**src/verilog/srce_pkg.sv**
```systemverilog
// Package with the command codes, sizes and reset values of the sequence command executor.
package srce_pkg;
  // ----------------------------------------
  // Command codes
  // ----------------------------------------
  localparam logic [7:0] SRCE_CMD_ADD = 8'h3d;
  localparam logic [7:0] SRCE_CMD_SAVE_PULSE = 8'h3e;
  localparam logic [7:0] SRCE_CMD_LOAD_FIRST = 8'h3f;
  localparam logic [7:0] SRCE_CMD_LOAD_LAST = 8'h48;
  localparam logic [7:0] SRCE_CMD_INC_LOOP = 8'h49;
  localparam logic [7:0] SRCE_CMD_START_WELD = 8'h4a;
  localparam logic [7:0] SRCE_CMD_READ_PARAM = 8'h4b;
  localparam logic [7:0] SRCE_CMD_WRITE_PARAM = 8'h4c;
  // ----------------------------------------
  // Sizes and reset values
  // ----------------------------------------
  localparam int SRCE_REG_COUNT = 11;
  localparam int SRCE_LOOP_COUNT = 10;
  localparam logic [15:0] SRCE_REG_RESET = 16'h0000;
  localparam logic [15:0] SRCE_LOOP_RESET = 16'h0000;
  localparam logic [1:0] SRCE_CC_RESET = 2'h0;
  // Condition code bits: zero and carry.
  localparam int SRCE_CC_ZERO = 0;
  localparam int SRCE_CC_CARRY = 1;
  typedef enum logic [1:0] {SRCE_IDLE, SRCE_PARAM_WAIT} srce_state_type;
endpackage : srce_pkg

```
**src/verilog/srce_executor.sv**
```systemverilog
// Sequence register command executor: registers, loop counters and schedule parameter moves.
`timescale 1ns/1ns
`default_nettype none
// Contract
// - Code 61 adds register[high] and register[low] into register 0, updates condition code.
// - Code 62 copies encoder pulse accumulator into register[low].
// - Codes 63..72 load registers 1..10 with the argument value.
// - Code 73 increments loop counter[arg]; indices 0 to 9 are valid.
// - Code 74 starts the weld using loop counter[low] as schedule number.
// - Code 75 copies schedule parameter[high] into register[low].
// - Code 76 writes register[low] into schedule parameter[high].
module srce_executor #(
  parameter int REG_COUNT = srce_pkg::SRCE_REG_COUNT,
  parameter int LOOP_COUNT = srce_pkg::SRCE_LOOP_COUNT
) (
  // Clock and reset
  input wire logic ref_clk_i,
  input wire logic reset_i,
  // Command slot
  input wire logic cmd_valid_i,
  input wire logic [7:0] cmd_code_i,
  input wire logic [7:0] arg_high_i,
  input wire logic [7:0] arg_low_i,
  output logic cmd_done_o,
  // Encoder pulse accumulator
  input wire logic [15:0] pulse_accum_i,
  // Weld sequence control
  output logic weld_start_o,
  output logic [15:0] weld_schedule_o,
  output logic param_rd_o,
  output logic param_wr_o,
  output logic [7:0] param_index_o,
  output logic [15:0] param_wdata_o,
  input wire logic [15:0] param_rdata_i,
  input wire logic param_rvalid_i,
  // State
  output logic [1:0] cond_code_o
);
  import srce_pkg::*;

  // ----------------------------------------
  // Storage
  // ----------------------------------------
  logic [15:0] regs_q [REG_COUNT];
  logic [15:0] loops_q [LOOP_COUNT];
  srce_state_type state_q;
  logic [3:0] pend_reg_q;
  logic pend_ok_q;
  logic [15:0] sum;
  logic [1:0] sum_cc;
  logic [15:0] op_high;
  logic [15:0] op_low;
  logic [15:0] loop_sel;
  logic reg_high_ok;
  logic reg_low_ok;
  logic loop_low_ok;
  logic accept;
  logic [7:0] load_idx;

  assign reg_high_ok = arg_high_i < 8'(REG_COUNT);
  assign reg_low_ok = arg_low_i < 8'(REG_COUNT);
  assign loop_low_ok = arg_low_i < 8'(LOOP_COUNT);
  assign op_high = reg_high_ok ? regs_q[arg_high_i[3:0]] : 16'h0000;
  assign op_low = reg_low_ok ? regs_q[arg_low_i[3:0]] : 16'h0000;
  assign loop_sel = loop_low_ok ? loops_q[arg_low_i[3:0]] : 16'h0000;
  assign accept = cmd_valid_i && (state_q == SRCE_IDLE);
  assign load_idx = cmd_code_i - SRCE_CMD_LOAD_FIRST + 8'h01;

  srce_adder u_adder (
    .a_i(op_high),
    .b_i(op_low),
    .sum_o(sum),
    .cc_o(sum_cc)
  );

  // ----------------------------------------
  // Sequencer for parameter reads
  // ----------------------------------------
  always_ff @(posedge ref_clk_i or posedge reset_i) begin
    if (reset_i) begin
      state_q <= SRCE_IDLE;
      pend_reg_q <= 4'h0;
      pend_ok_q <= 1'b0;
    end else begin
      case (state_q)
        SRCE_IDLE: begin
          if (accept && cmd_code_i == SRCE_CMD_READ_PARAM) begin
            state_q <= SRCE_PARAM_WAIT;
            pend_reg_q <= arg_low_i[3:0];
            // The full byte is judged here so that a large index cannot alias onto a low register.
            pend_ok_q <= reg_low_ok;
          end
        end
        SRCE_PARAM_WAIT: begin
          if (param_rvalid_i) begin
            state_q <= SRCE_IDLE;
          end
        end
        default: begin
          state_q <= SRCE_IDLE;
        end
      endcase
    end
  end

  // ----------------------------------------
  // Program registers
  // ----------------------------------------
  for (genvar g = 0; g < REG_COUNT; g++) begin : g_reg
    always_ff @(posedge ref_clk_i or posedge reset_i) begin
      if (reset_i) begin
        regs_q[g] <= SRCE_REG_RESET;
      end else if (state_q == SRCE_PARAM_WAIT && param_rvalid_i) begin
        if (pend_reg_q == 4'(g) && pend_ok_q) begin
          regs_q[g] <= param_rdata_i;
        end
      end else if (accept) begin
        if (cmd_code_i == SRCE_CMD_ADD && g == 0) begin
          regs_q[g] <= sum;
        end else if (cmd_code_i == SRCE_CMD_SAVE_PULSE && arg_low_i == 8'(g)) begin
          regs_q[g] <= pulse_accum_i;
        end else if (cmd_code_i >= SRCE_CMD_LOAD_FIRST && cmd_code_i <= SRCE_CMD_LOAD_LAST
                     && load_idx == 8'(g)) begin
          regs_q[g] <= {arg_high_i, arg_low_i};
        end
      end
    end
  end

  // ----------------------------------------
  // Loop counters
  // ----------------------------------------
  for (genvar g = 0; g < LOOP_COUNT; g++) begin : g_loop
    always_ff @(posedge ref_clk_i or posedge reset_i) begin
      if (reset_i) begin
        loops_q[g] <= SRCE_LOOP_RESET;
      end else if (accept && cmd_code_i == SRCE_CMD_INC_LOOP && arg_low_i == 8'(g)) begin
        loops_q[g] <= loops_q[g] + 16'h0001;
      end
    end
  end

  // ----------------------------------------
  // Condition code
  // ----------------------------------------
  always_ff @(posedge ref_clk_i or posedge reset_i) begin
    if (reset_i) begin
      cond_code_o <= SRCE_CC_RESET;
    end else if (accept && cmd_code_i == SRCE_CMD_ADD) begin
      cond_code_o <= sum_cc;
    end
  end

  // ----------------------------------------
  // Weld start and parameter port
  // ----------------------------------------
  always_ff @(posedge ref_clk_i or posedge reset_i) begin
    if (reset_i) begin
      weld_start_o <= 1'b0;
      weld_schedule_o <= 16'h0000;
      param_rd_o <= 1'b0;
      param_wr_o <= 1'b0;
      param_index_o <= 8'h00;
      param_wdata_o <= 16'h0000;
    end else begin
      weld_start_o <= 1'b0;
      param_rd_o <= 1'b0;
      param_wr_o <= 1'b0;
      if (accept && cmd_code_i == SRCE_CMD_START_WELD && loop_low_ok) begin
        weld_start_o <= 1'b1;
        weld_schedule_o <= loop_sel;
      end
      if (accept && cmd_code_i == SRCE_CMD_READ_PARAM) begin
        param_rd_o <= 1'b1;
        param_index_o <= arg_high_i;
      end
      if (accept && cmd_code_i == SRCE_CMD_WRITE_PARAM) begin
        param_wr_o <= 1'b1;
        param_index_o <= arg_high_i;
        param_wdata_o <= op_low;
      end
    end
  end

  // ----------------------------------------
  // Completion
  // ----------------------------------------
  always_ff @(posedge ref_clk_i or posedge reset_i) begin
    if (reset_i) begin
      cmd_done_o <= 1'b0;
    end else begin
      cmd_done_o <= (accept && cmd_code_i != SRCE_CMD_READ_PARAM)
                    || (state_q == SRCE_PARAM_WAIT && param_rvalid_i);
    end
  end

  // ----------------------------------------
  // Checks
  // ----------------------------------------
  a_add_result: assert property (@(posedge ref_clk_i) disable iff (reset_i)
    accept && cmd_code_i == SRCE_CMD_ADD |=> regs_q[0] == $past(sum) && cond_code_o == $past(sum_cc))
    else $error("add result wrong");
  a_pulse_save: assert property (@(posedge ref_clk_i) disable iff (reset_i)
    accept && cmd_code_i == SRCE_CMD_SAVE_PULSE && arg_low_i == 8'h04 |=> regs_q[4] == $past(pulse_accum_i))
    else $error("pulse save wrong");
  a_load_first: assert property (@(posedge ref_clk_i) disable iff (reset_i)
    accept && cmd_code_i == SRCE_CMD_LOAD_FIRST |=> regs_q[1] == {$past(arg_high_i), $past(arg_low_i)})
    else $error("load register 1 wrong");
  a_load_last: assert property (@(posedge ref_clk_i) disable iff (reset_i)
    accept && cmd_code_i == SRCE_CMD_LOAD_LAST |=> regs_q[10] == {$past(arg_high_i), $past(arg_low_i)})
    else $error("load register 10 wrong");
  a_loop_inc: assert property (@(posedge ref_clk_i) disable iff (reset_i)
    accept && cmd_code_i == SRCE_CMD_INC_LOOP && arg_low_i == 8'h02 |=> loops_q[2] == $past(loops_q[2]) + 16'h0001)
    else $error("loop increment wrong");
  a_weld_start: assert property (@(posedge ref_clk_i) disable iff (reset_i)
    accept && cmd_code_i == SRCE_CMD_START_WELD && loop_low_ok |=> weld_start_o && weld_schedule_o == $past(loop_sel)
    ##1 (!weld_start_o || $past(accept && cmd_code_i == SRCE_CMD_START_WELD)))
    else $error("weld start wrong");
  a_param_read: assert property (@(posedge ref_clk_i) disable iff (reset_i)
    state_q == SRCE_PARAM_WAIT && param_rvalid_i && pend_ok_q && pend_reg_q == 4'h5
    |=> regs_q[5] == $past(param_rdata_i) && cmd_done_o)
    else $error("parameter read wrong");
  a_param_write: assert property (@(posedge ref_clk_i) disable iff (reset_i)
    accept && cmd_code_i == SRCE_CMD_WRITE_PARAM |=> param_wr_o && param_wdata_o == $past(op_low)
    && param_index_o == $past(arg_high_i))
    else $error("parameter write wrong");
  c_add: cover property (@(posedge ref_clk_i) disable iff (reset_i) accept && cmd_code_i == SRCE_CMD_ADD);
  c_weld: cover property (@(posedge ref_clk_i) disable iff (reset_i) weld_start_o);
  c_read: cover property (@(posedge ref_clk_i) disable iff (reset_i) param_rd_o ##[1:8] param_rvalid_i);
endmodule : srce_executor
`default_nettype wire

```
**src/verilog/srce_adder.sv**
```systemverilog
// Adder that forms the register sum and its condition code.
`timescale 1ns/1ns
`default_nettype none
module srce_adder (
  // Operands
  input wire logic [15:0] a_i,
  input wire logic [15:0] b_i,
  // Result
  output logic [15:0] sum_o,
  output logic [1:0] cc_o
);
  import srce_pkg::*;
  logic [16:0] full;
  assign full = {1'b0, a_i} + {1'b0, b_i};
  assign sum_o = full[15:0];
  assign cc_o[SRCE_CC_ZERO] = (full[15:0] == 16'h0000);
  assign cc_o[SRCE_CC_CARRY] = full[16];
endmodule : srce_adder
`default_nettype wire

```
**config.mk**
```make
export PLATFORM = sky130hd
export DESIGN_NAME = srce_executor
export DESIGN_NICKNAME = d
export VERILOG_FILES = /design/src/verilog/srce_pkg.sv /design/src/verilog/srce_executor.sv /design/src/verilog/srce_adder.sv
export SDC_FILE = /design/constraint.sdc
export NUM_CORES = 1
export LEC_CHECK = 0
export BUFFER_PORTS_ARGS = -buffer_cell sky130_fd_sc_hd__buf_4
export CAP_MARGIN = 20
export CORE_MARGIN = 2
export CORE_UTILIZATION = 50
export DETAILED_ROUTE_END_ITERATION = 8
export HOLD_SLACK_MARGIN = 0.06
export PLACE_DENSITY = 0.67
export SETUP_SLACK_MARGIN = 0.15
export SKIP_LAST_GASP = 1
export SYNTH_ARGS = -nofsm -noshare
export SYNTH_HDL_FRONTEND = slang
export SYNTH_SLANG_ARGS = --single-unit
```
**constraint.sdc**
```tcl
create_clock -name ref_clk_i -period 20.4 [get_ports ref_clk_i]
set_input_delay 4.08 -clock ref_clk_i [delete_from_list [all_inputs] [get_ports ref_clk_i]]
set_output_delay 4.08 -clock ref_clk_i [all_outputs]
set_load 0.005 [all_outputs]
```
### After elaboration in Yosys (flattened, before gate mapping)

Cells that the tools add are included.

| storage, ports and cells | value |
|---|---|
| register bits after elaboration | 389 |
| bits of input ports | 60 |
| output and inout bits | 46 |
| logic and storage cells | 266 |

| cells by class | value |
|---|---|
| add/sub/neg operators | 13 |
| magnitude comparators | 7 |
| equal/unequal tests | 51 |
| muxes and demuxes | 76 |
| bitwise operators | 2 |
| reduce and logical (&&, ||, !) cells | 85 |

Operators by type and width:

| cell | count |
|---|---|
| $mux 16 | 65 |
| $bmux 16 s4 | 3 |
| $add 16x1->16 const B | 10 |
| $eq 8x3->1 const B | 8 |
| $logic_and 1x1->1 | 53 |
| $eq 8x4->1 const B | 6 |
| $reduce_and 3->1 | 11 |
| $eq 8x2->1 const B | 4 |
| $eq 8x7->1 const B | 4 |
| $reduce_bool 3->1 | 10 |
| $lt 8x4->1 const B | 3 |
| $ne 2x1->1 const B | 9 |
| $add 16x16->17 | 1 |
| $eq 4x3->1 const B | 4 |
| $eq 8x1->1 const B | 2 |
| $eq 8x6->1 const B | 2 |
| $logic_not 16->1 | 1 |
| $logic_not 8->1 | 2 |
| $mux 8 | 2 |
| $eq 4x4->1 const B | 3 |
| $ge 5x5->1 const B | 2 |
| $not 4->5 | 2 |
| $add 8x1->8 const B | 1 |
| $eq 4x2->1 const B | 2 |
| 16 further kinds | 24 |

### Longest topological paths before layout

Gate-level depths: netlist of run 1.

| logic depth | value |
|---|---|
| depth after elaboration | 9 |
| depth in mapped cells | 18 |

### Cells and area by module

Synthesis of run 1 repeated with hierarchy kept, for this count alone.

| second synthesis, totals | value |
|---|---|
| cells, all modules | 2368 |
| area, all modules | 23377.4 sq um |

By module, submodules not included:

| module | instances | cells an instance | area each (sq um) | sequential area each (sq um) |
|---|---|---|---|---|
| srce_executor | 1 | 2251 | 22519.1 | 9709.3 |
| srce_adder | 1 | 117 | 858.3 | 0.0 |

### Worst setup path before layout of run 1

OpenSTA, ideal clock, no wires.

| timing | value |
|---|---|
| path type | input port to flip-flop |
| from | input port arg_high_i[0] |
| to | register cond_code_o[0] |
| library setup time | 95 ps |
| arrival | 7955 ps |
| setup slack | 12350 ps |
| stages on the path | 18 |
| path buffers | 3 |
| path through | clkbuf_1 > buf_1 > clkbuf_1 > mux2i_1 > nor2_1 > a21oi_1 > o22ai_1 > and2_1 > ha_1 > fa_1 > a21o_1 > and3_1 > o21bai_1 > a21oi_1 > o41ai_1 > xnor2_1 > a41o_1 > o31ai_1 |

| between the ends | value |
|---|---|
| word-level cells in the longest chain between the ends | 7 |
| elaborated cells on any way between the ends | 8 |

RTL lines:

| element | RTL line | RTL |
|---|---|---|
| start: declaration | srce_executor.sv:22 | `input wire logic [7:0] arg_high_i,` |
| $not 4->5 (not written as such) | srce_executor.sv:63 | `assign op_high = reg_high_ok ? regs_q[arg_high_i[3:0]] : 16'h0000;` |
| $bmux 16 s4 | srce_executor.sv:63 |  |
| $mux 16 (not written as such) (2 in a row) | srce_executor.sv:63 |  |
| $mux 16 * | srce_executor.sv:63 |  |
| $add 16x16->17 * | srce_adder.sv:14 | `assign full = {1'b0, a_i} + {1'b0, b_i};` |
| $logic_not 16->1 * | srce_adder.sv:16 | `assign cc_o[SRCE_CC_ZERO] = (full[15:0] == 16'h0000);` |
| end signal: assignment | srce_executor.sv:150 | `cond_code_o <= sum_cc;` |
| end: declaration | srce_executor.sv:37 | `output logic [1:0] cond_code_o` |

Mark *: on every way between the ends. The rest lies on a longest branch, timed or not. The select of a mux whose other input is x is not followed.
A chain may end at the register's enable or synchronous reset.

### Final worst setup path of run 1

| timing | value |
|---|---|
| from | input port arg_low_i[0] |
| to | register cond_code_o[0] |

| between the ends | value |
|---|---|
| word-level cells in the longest chain between the ends | 7 |
| elaborated cells on any way between the ends | 8 |

RTL lines:

| element | RTL line | RTL |
|---|---|---|
| start: declaration | srce_executor.sv:23 | `input wire logic [7:0] arg_low_i,` |
| $not 4->5 (not written as such) | srce_executor.sv:64 | `assign op_low = reg_low_ok ? regs_q[arg_low_i[3:0]] : 16'h0000;` |
| $bmux 16 s4 | srce_executor.sv:64 |  |
| $mux 16 (not written as such) (2 in a row) | srce_executor.sv:64 |  |
| $mux 16 * | srce_executor.sv:64 |  |
| net op_low[1] | srce_executor.sv:52 | `logic [15:0] op_low;` |
| $add 16x16->17 * | srce_adder.sv:14 |  |
| $logic_not 16->1 * | srce_adder.sv:16 |  |

The timed path passes the listed nets; every way through them passes the cells marked *. The select of a mux whose other input is x is not followed.

==> results of run 1 <==
[final timing paths]
check	endpoint	startpoint	slack, ns
worst max-delay path	cond_code_o[0]$_DFFE_PP0P_	arg_low_i[0]	11.68
worst min register to register	loops_q[47]$_DFFE_PP0P_	loops_q[47]$_DFFE_PP0P_	0.47
worst max register to register	cond_code_o[0]$_DFFE_PP0P_	regs_q[48]$_DFFE_PP0P_	16.55
min in group asynchronous	regs_q[115]$_DFFE_PP0P_	reset_i	3.68
worst min-delay path	loops_q[47]$_DFFE_PP0P_	loops_q[47]$_DFFE_PP0P_	0.47
max in group asynchronous	loops_q[17]$_DFFE_PP0P_	reset_i	14.50
[metal layers]
layer	vias up	GRT usage, %
met5	-	0
met4	0	13.0
met3	252	9.87
met2	1220	46.7
met1	9998	45.0
li1	8544	-
[power breakdown]
| group | internal [mW] | switching, mW | total (mW) |
|---|---|---|---|
| logic | 0.0848 | 0.105 | 0.189 |
| registers | 0.803 | 0.0299 | 0.833 |
| clock network | 0.498 | 0.350 | 0.848 |
[cell families (layout without fill, tap and decap cells)]
logic type	count (synthesis)	count (layout)	synth area share (%)
AO/OA/AOI/OAI	477	477	13.2
XOR/XNOR	162	162	6.00
adder cells (fa/ha/maj)	28	28	1.51
buffers and inverters	200	252	3.36
flip-flops	388	388	41.1
multiplexers	326	326	19.6
other	0	1	0
AND/OR/NAND/NOR	759	759	15.3
[cell type report]
class	count	area, um^2
timing repair buffer	139	1100
clock inverter	18	263
tap	607	759
inverter	35	139
fill	4028	20200
multi-input combinational	1752	13300
sequential	388	9710
clock buffer	60	1250
antenna	1	2.50
[flip-flops by register name, indices dropped and copies added (netlist names)]
register,flops
regs_q,176
param_index_o,8
param_rd_o,1
state_q,1
param_wdata_o,16
pend_reg_q,4
weld_start_o,1
weld_schedule_o,16
loops_q,160
cond_code_o,2
param_wr_o,1
pend_ok_q,1
cmd_done_o,1
[critical path: stages]
cell,delay (ns)
buf_6,0.58
buf_4,0.81
nor2b_1,0.43
buf_4,0.36
a21oi_1,0.11
a211oi_1,0.24
o21a_1,0.22
ha_1,0.26
a211oi_1,0.32
o21bai_1,0.16
a22oi_1,0.43
o32ai_1,0.21
and3_1,0.25
a311oi_1,0.33
nand4_1,0.15
o31ai_1,0.20
[placed cells by master, fill, tap and decap left out, drive strengths merged, types with 4 or more instances in the layout]
cell	count
xor2	47
nand4	46
or4	4
mux4	96
nor2	182
o211ai	10
o22ai	28
xnor2	115
mux2	138
clkinv	10
ha	27
nor4	12
o311ai	4
bufinv	5
inv	37
clkbuf	60
mux2i	92
o31ai	24
buf	139
a311oi	33
nand3	56
o21ai	48
o21a	17
or3	6
dfrtp	388
nand2b	15
a31oi	68
and3	28
a21o	42
a21oi	137
nor2b	11
a211oi	51
and2	38
nand2	319
nor3	26
==> flow_summary.json, run 1 <==
{
  "clk_pin_slew_ns": 0.06,
  "antenna_found_initial": 0,
  "postLayoutSetupSlackWorst_ns": 11.68,
  "wl_met3_um": 9230,
  "leakage_nw": 12.1,
  "worstSetupEndpointType": "flop",
  "port-buffer-count": 105,
  "fmax_ghz": 0.115,
  "drt_iter0_markers": 2054,
  "setup_viol": 0,
  "ys_ff_latch": 388,
  "hold_class": "reg -> reg",
  "antenna_left": 0,
  "crit_fanout": 64,
  "place_congestion": 0.943,
  "slew_headroom_pct": 14.9,
  "avgViaCountPerCell": 6.67,
  "place_hpwl_um": 51300,
  "cts_tree": "yes",
  "wl_per_cell_um": 26.3,
  "met2_length_um": 33700,
  "root_buffer": "clkbuf_16",
  "num_vias": 20014,
  "die_w_um": 221,
  "grt_usage_pct": 32.2,
  "worst_setup_path_start_kind": "primary input",
  "synth_ff_type": "dfrtp_1",
  "whs_path_depth": 1,
  "dp_cells": 2920,
  "area_growth_pct": 12.1,
  "grt_pass1_wl_um": 121000,
  "postSynthAreaPerCell_um2": 10.1,
  "place_ws_ns": 11.10,
  "finalHoldViolCount": 0,
  "fin_skew_ns": 0.0261,
  "pwr_density_cell_nw_per_um2": 70.6,
  "grt_pass1_vias": 19886,
  "synth_edf_count": 0,
  "critical_path_class": "in -> reg",
  "core-area_um2": 46700,
  "drc": 14,
  "post_cts_resized": 0,
  "final_area_um2": 26500,
  "drv_slew": 0,
  "hold_slack_ns": 0.469,
  "finalPower_mw": 1.87,
  "gr-total-overflow": 0,
  "synth_warnings": 0,
  "final_cell_count_no_fill": 3000,
  "worst_skew_pair.late_latency_ns": 0.60,
  "grt_max_degree": 184,
  "placed_cell_area_um2": 24900,
  "dieArea_um2": 49000,
  "rows": 79,
  "synth_cells": 2340,
  "worstPathRequired_ns": 20.91,
  "postCtsSetupBuffers": 0,
  "fin_setup_tns_ns": 0,
  "period_needed_ns": 8.72,
  "drive_gt1_share_pct": 20.2,
  "wl_met1_um": 32700,
  "top_layer_used": "met4",
  "syn_nets": 2428,
  "finalCritPeriodShare_pct": 42.7,
  "synthDistinctLibCells": 73,
  "firstDrtPassIters": 8,
  "peakVddDrop_mv": 0.0651,
  "fin_nets": 2449,
  "yosysTopAreaCellShare_pct": 41.1,
  "cts_buffers": 45,
  "cts_buffer_depth": 3,
  "worst_ep_arrival_time_ns": 9.23,
  "utilization_pct": 56.8,
  "cts.sinks": 388,
  "io_pins": 106,
  "synth.area.top_cells": "dfrtp_1 41%, mux4_2 9.1%, mux2_2 6.2%",
  "synth_common_cells": "388 x dfrtp_1, 318 x nand2_1, 176 x nor2_1",
  "routed_wl_um": 79000,
  "maxCapViolCount": 0,
  "async_reset_ff_share_pct": 100,
  "worstMarginPinSlew_ns": 1.27,
  "synth_area_um2": 23600,
  "rsz0062_at_grt": "no",
  "yosys.cell_count.top_type": "dfrtp_1",
  "yosysSeqAreaShare_pct": 41.1,
  "synth_top_cell_by_area": "dfrtp_1",
  "outcome": "finished, violations left",
  "violations": "design-rule violations",
  "cts-htree-levels": 2,
  "start_util_pct": 50.7,
  "die_y_um": 221,
  "cts_hold_buf": 0,
  "worst_r2r_path_depth": 14
}
(Power assumes the default switching activity.)
==> run 2: changes to the inputs <==
--- a/config.mk
+++ b/config.mk
@@ -5,6 +5,7 @@
 export SDC_FILE = /design/constraint.sdc
 export NUM_CORES = 1
 export LEC_CHECK = 0
+export ABC_AREA = 1
 export BUFFER_PORTS_ARGS = -buffer_cell sky130_fd_sc_hd__buf_4
 export CAP_MARGIN = 20
 export CORE_MARGIN = 2
==> constraint.sdc (replaced) <==
create_clock -name ref_clk_i -period 8.9 [get_ports ref_clk_i]
set_input_delay 1.78 -clock ref_clk_i [delete_from_list [all_inputs] [get_ports ref_clk_i]]
set_output_delay 1.78 -clock ref_clk_i [all_outputs]
set_load 0.005 [all_outputs]
==> flow_summary.json, run 2 <==
{
  "fin_nets": 3850,
  "final_cell_mix": "1,272 x nand2_1, 388 x dfrtp_1, 368 x o21ai_0, 332 x nand3_1, 319 x inv_1",
  "cts_tree": "yes",
  "finalHoldViolCount": 0,
  "largest_register": "regs_q",
  "leakage_nw": 14.6,
  "wl_per_cell_um": 22.7,
  "avgViaCountPerCell": 5.98,
  "switchingPower_mw": 1.27,
  "area_growth_pct": 11.3,
  "rsz0062_at_grt": "no",
  "die_w_um": 231,
  "rows": 83,
  "die_y_um": 231,
  "finalCritPeriodShare_pct": 61.0,
  "synth_top_cell_by_area": "dfrtp_1",
  "antenna_found_initial": 1,
  "cts_hold_buf": 0,
  "outcome": "finished, final reports clean",
  "pwr_density_cell_nw_per_um2": 161,
  "setup_viol": 0,
  "worst_ep_arrival_time_ns": 5.93,
  "hold_class": "reg -> reg",
  "antenna_left": 0,
  "async_reset_ff_share_pct": 100,
  "postCtsSetupBuffers": 0,
  "ys_ff_latch": 388,
  "core-area_um2": 51100,
  "grt_pass1_wl_um": 154000,
  "pwr-share-clk_pct": 46.8,
  "peakVddDrop_mv": 0.123,
  "cts_buffers": 46,
  "fin_setup_tns_ns": 0,
  "seqPwrFrac_pct": 42.0,
  "place_ws_ns": 3.08,
  "start_util_pct": 50.3,
  "largest_reg_flops": 176,
  "final_cell_count_no_fill": 4478,
  "postSynthAreaPerCell_um2": 6.84,
  "yosys.cell_count.top_type": "nand2_1",
  "dieArea_um2": 53300,
  "period_needed_ns": 5.43,
  "nFillCells": 5072,
  "utilization_pct": 56.0,
  "worstPathRequired_ns": 9.40,
  "worst_setup_path_start_kind": "primary input",
  "yosysSeqAreaShare_pct": 37.8,
  "place_congestion": 1.02,
  "worst_skew_pair.late_latency_ns": 0.61,
  "grt_usage_pct": 37.9,
  "yosysTopAreaCellShare_pct": 37.8,
  "port-buffer-count": 105,
  "dp_cells": 4393,
  "synth.area.top_cells": "dfrtp_1 38%, nand2_1 19%, o21ai_0 7.2%",
  "swShare_pct": 27.5,
  "maxCapViolCount": 0,
  "cts_buffer_depth": 3,
  "fin_skew_ns": 0.0136,
  "root_buffer": "clkbuf_16",
  "crit_fanout": 48,
  "final_common_cell": "nand2_1",
  "cts.sinks": 388,
  "synth_ff_type": "dfrtp_1",
  "syn_nets": 3845,
  "gr-total-overflow": 0,
  "synth_edf_count": 0,
  "clk_pin_slew_ns": 0.06,
  "fmax_ghz": 0.184,
  "worstMarginPinSlew_ns": 1.12,
  "routed_wl_um": 102000,
  "synthDistinctLibCells": 52,
  "drv_slew": 0,
  "synth_warnings": 0,
  "grt_max_degree": 147,
  "worstSetupEndpointType": "flop",
  "place_hpwl_um": 72000,
  "drt_iter0_markers": 3391,
  "postLayoutSetupSlackWorst_ns": 3.47,
  "drc": 0,
  "io_pins": 106,
  "critical_path_class": "in -> reg",
  "pwr-share-comb_pct": 11.2,
  "cts-htree-levels": 2,
  "synth_common_cells": "1,276 x nand2_1, 388 x dfrtp_1, 368 x o21ai_0",
  "slew_headroom_pct": 25.2,
  "num_vias": 26770,
  "top_regs": "regs_q (176), loops_q (160)",
  "firstDrtPassIters": 6,
  "synth_area_um2": 25700,
  "post_cts_resized": 0,
  "synth_cells": 3757,
  "finalPower_mw": 4.61,
  "drive_gt1_share_pct": 8.38,
  "p_int_mw": 3.34,
  "grt_pass1_vias": 24575
}
[run 2: critical path, cell delays in order]
cell,delay [ns]
buf_4,0.14
nand2_2,0.06
buf_4,0.58
inv_1,0.74
nand2_1,0.19
o21ai_0,0.10
o21ai_0,0.19
nand4_1,0.32
inv_1,0.14
ha_1,0.29
nand2_1,0.16
inv_1,0.06
a21oi_1,0.24
nor2_1,0.06
nor2_1,0.17
nand2_1,0.07
nand2_1,0.08
nand3_1,0.20
nand2_1,0.13
nand2_1,0.05
nand2_1,0.08
nand2_1,0.05
[run 2: final timing paths]
path,from,to,slack (ns),depth (start not counted)
setup / recovery,arg_low_i[1],regs_q[174]$_DFFE_PP0P_,3.47,22
hold / removal,loops_q[54]$_DFFE_PP0P_,loops_q[54]$_DFFE_PP0P_,0.47,1
setup reg to reg,regs_q[172]$_DFFE_PP0P_,regs_q[174]$_DFFE_PP0P_,5.52,19
hold reg to reg,loops_q[54]$_DFFE_PP0P_,loops_q[54]$_DFFE_PP0P_,0.47,1
max in group asynchronous,reset_i,loops_q[86]$_DFFE_PP0P_,6.33,3
min in group asynchronous,reset_i,param_rd_o$_DFF_PP0_,1.27,2
[run 2: layout make-up]
type	instances	area (um^2)	area share (%)
antenna	1	2.50	0.00874
timing repair buffer	144	1110	3.88
inverter	342	1290	4.50
sequential	388	9710	33.9
tap	680	851	2.97
clock inverter	15	328	1.15
multi-input combinational	2840	13900	48.7
clock buffer	68	1390	4.84
[run 2: per-layer routing]
metal	part of all wire (%)	up-vias	track usage, %
met3	11	336	8.62
met2	43	1626	56.6
met5	0	-	0
met4	6.8	0	23.5
met1	40	12447	49.9
li1	-	12361	-
[run 2: cells by family after synthesis]
group,share of synthesized area [%]
AO/OA/AOI/OAI,14.0
XOR/XNOR,4.67
adder cells (fa/ha/maj),1.39
buffers and inverters,8.11
flip-flops,37.8
AND/OR/NAND/NOR,34.1
[run 2: power by group through the flow]
stage | combinational (mW) | clock [mW] | sequential (mW)
floorplan | 0.323 | 0 | 1.93
global placement | 0.492 | 0 | 1.96
detailed placement | 0.497 | 0 | 1.96
CTS | 0.499 | 2.17 | 1.93
global route | 0.564 | 2.24 | 1.94
finish | 0.517 | 2.16 | 1.94
[run 2: metrics by stage]
step	hold slack [ns]	area (um^2)
floorplan	0.442	25700
global placement	0.457	26900
detailed placement	0.458	26900
CTS	0.470	28600
global route	0.494	28600
finish	0.468	28600
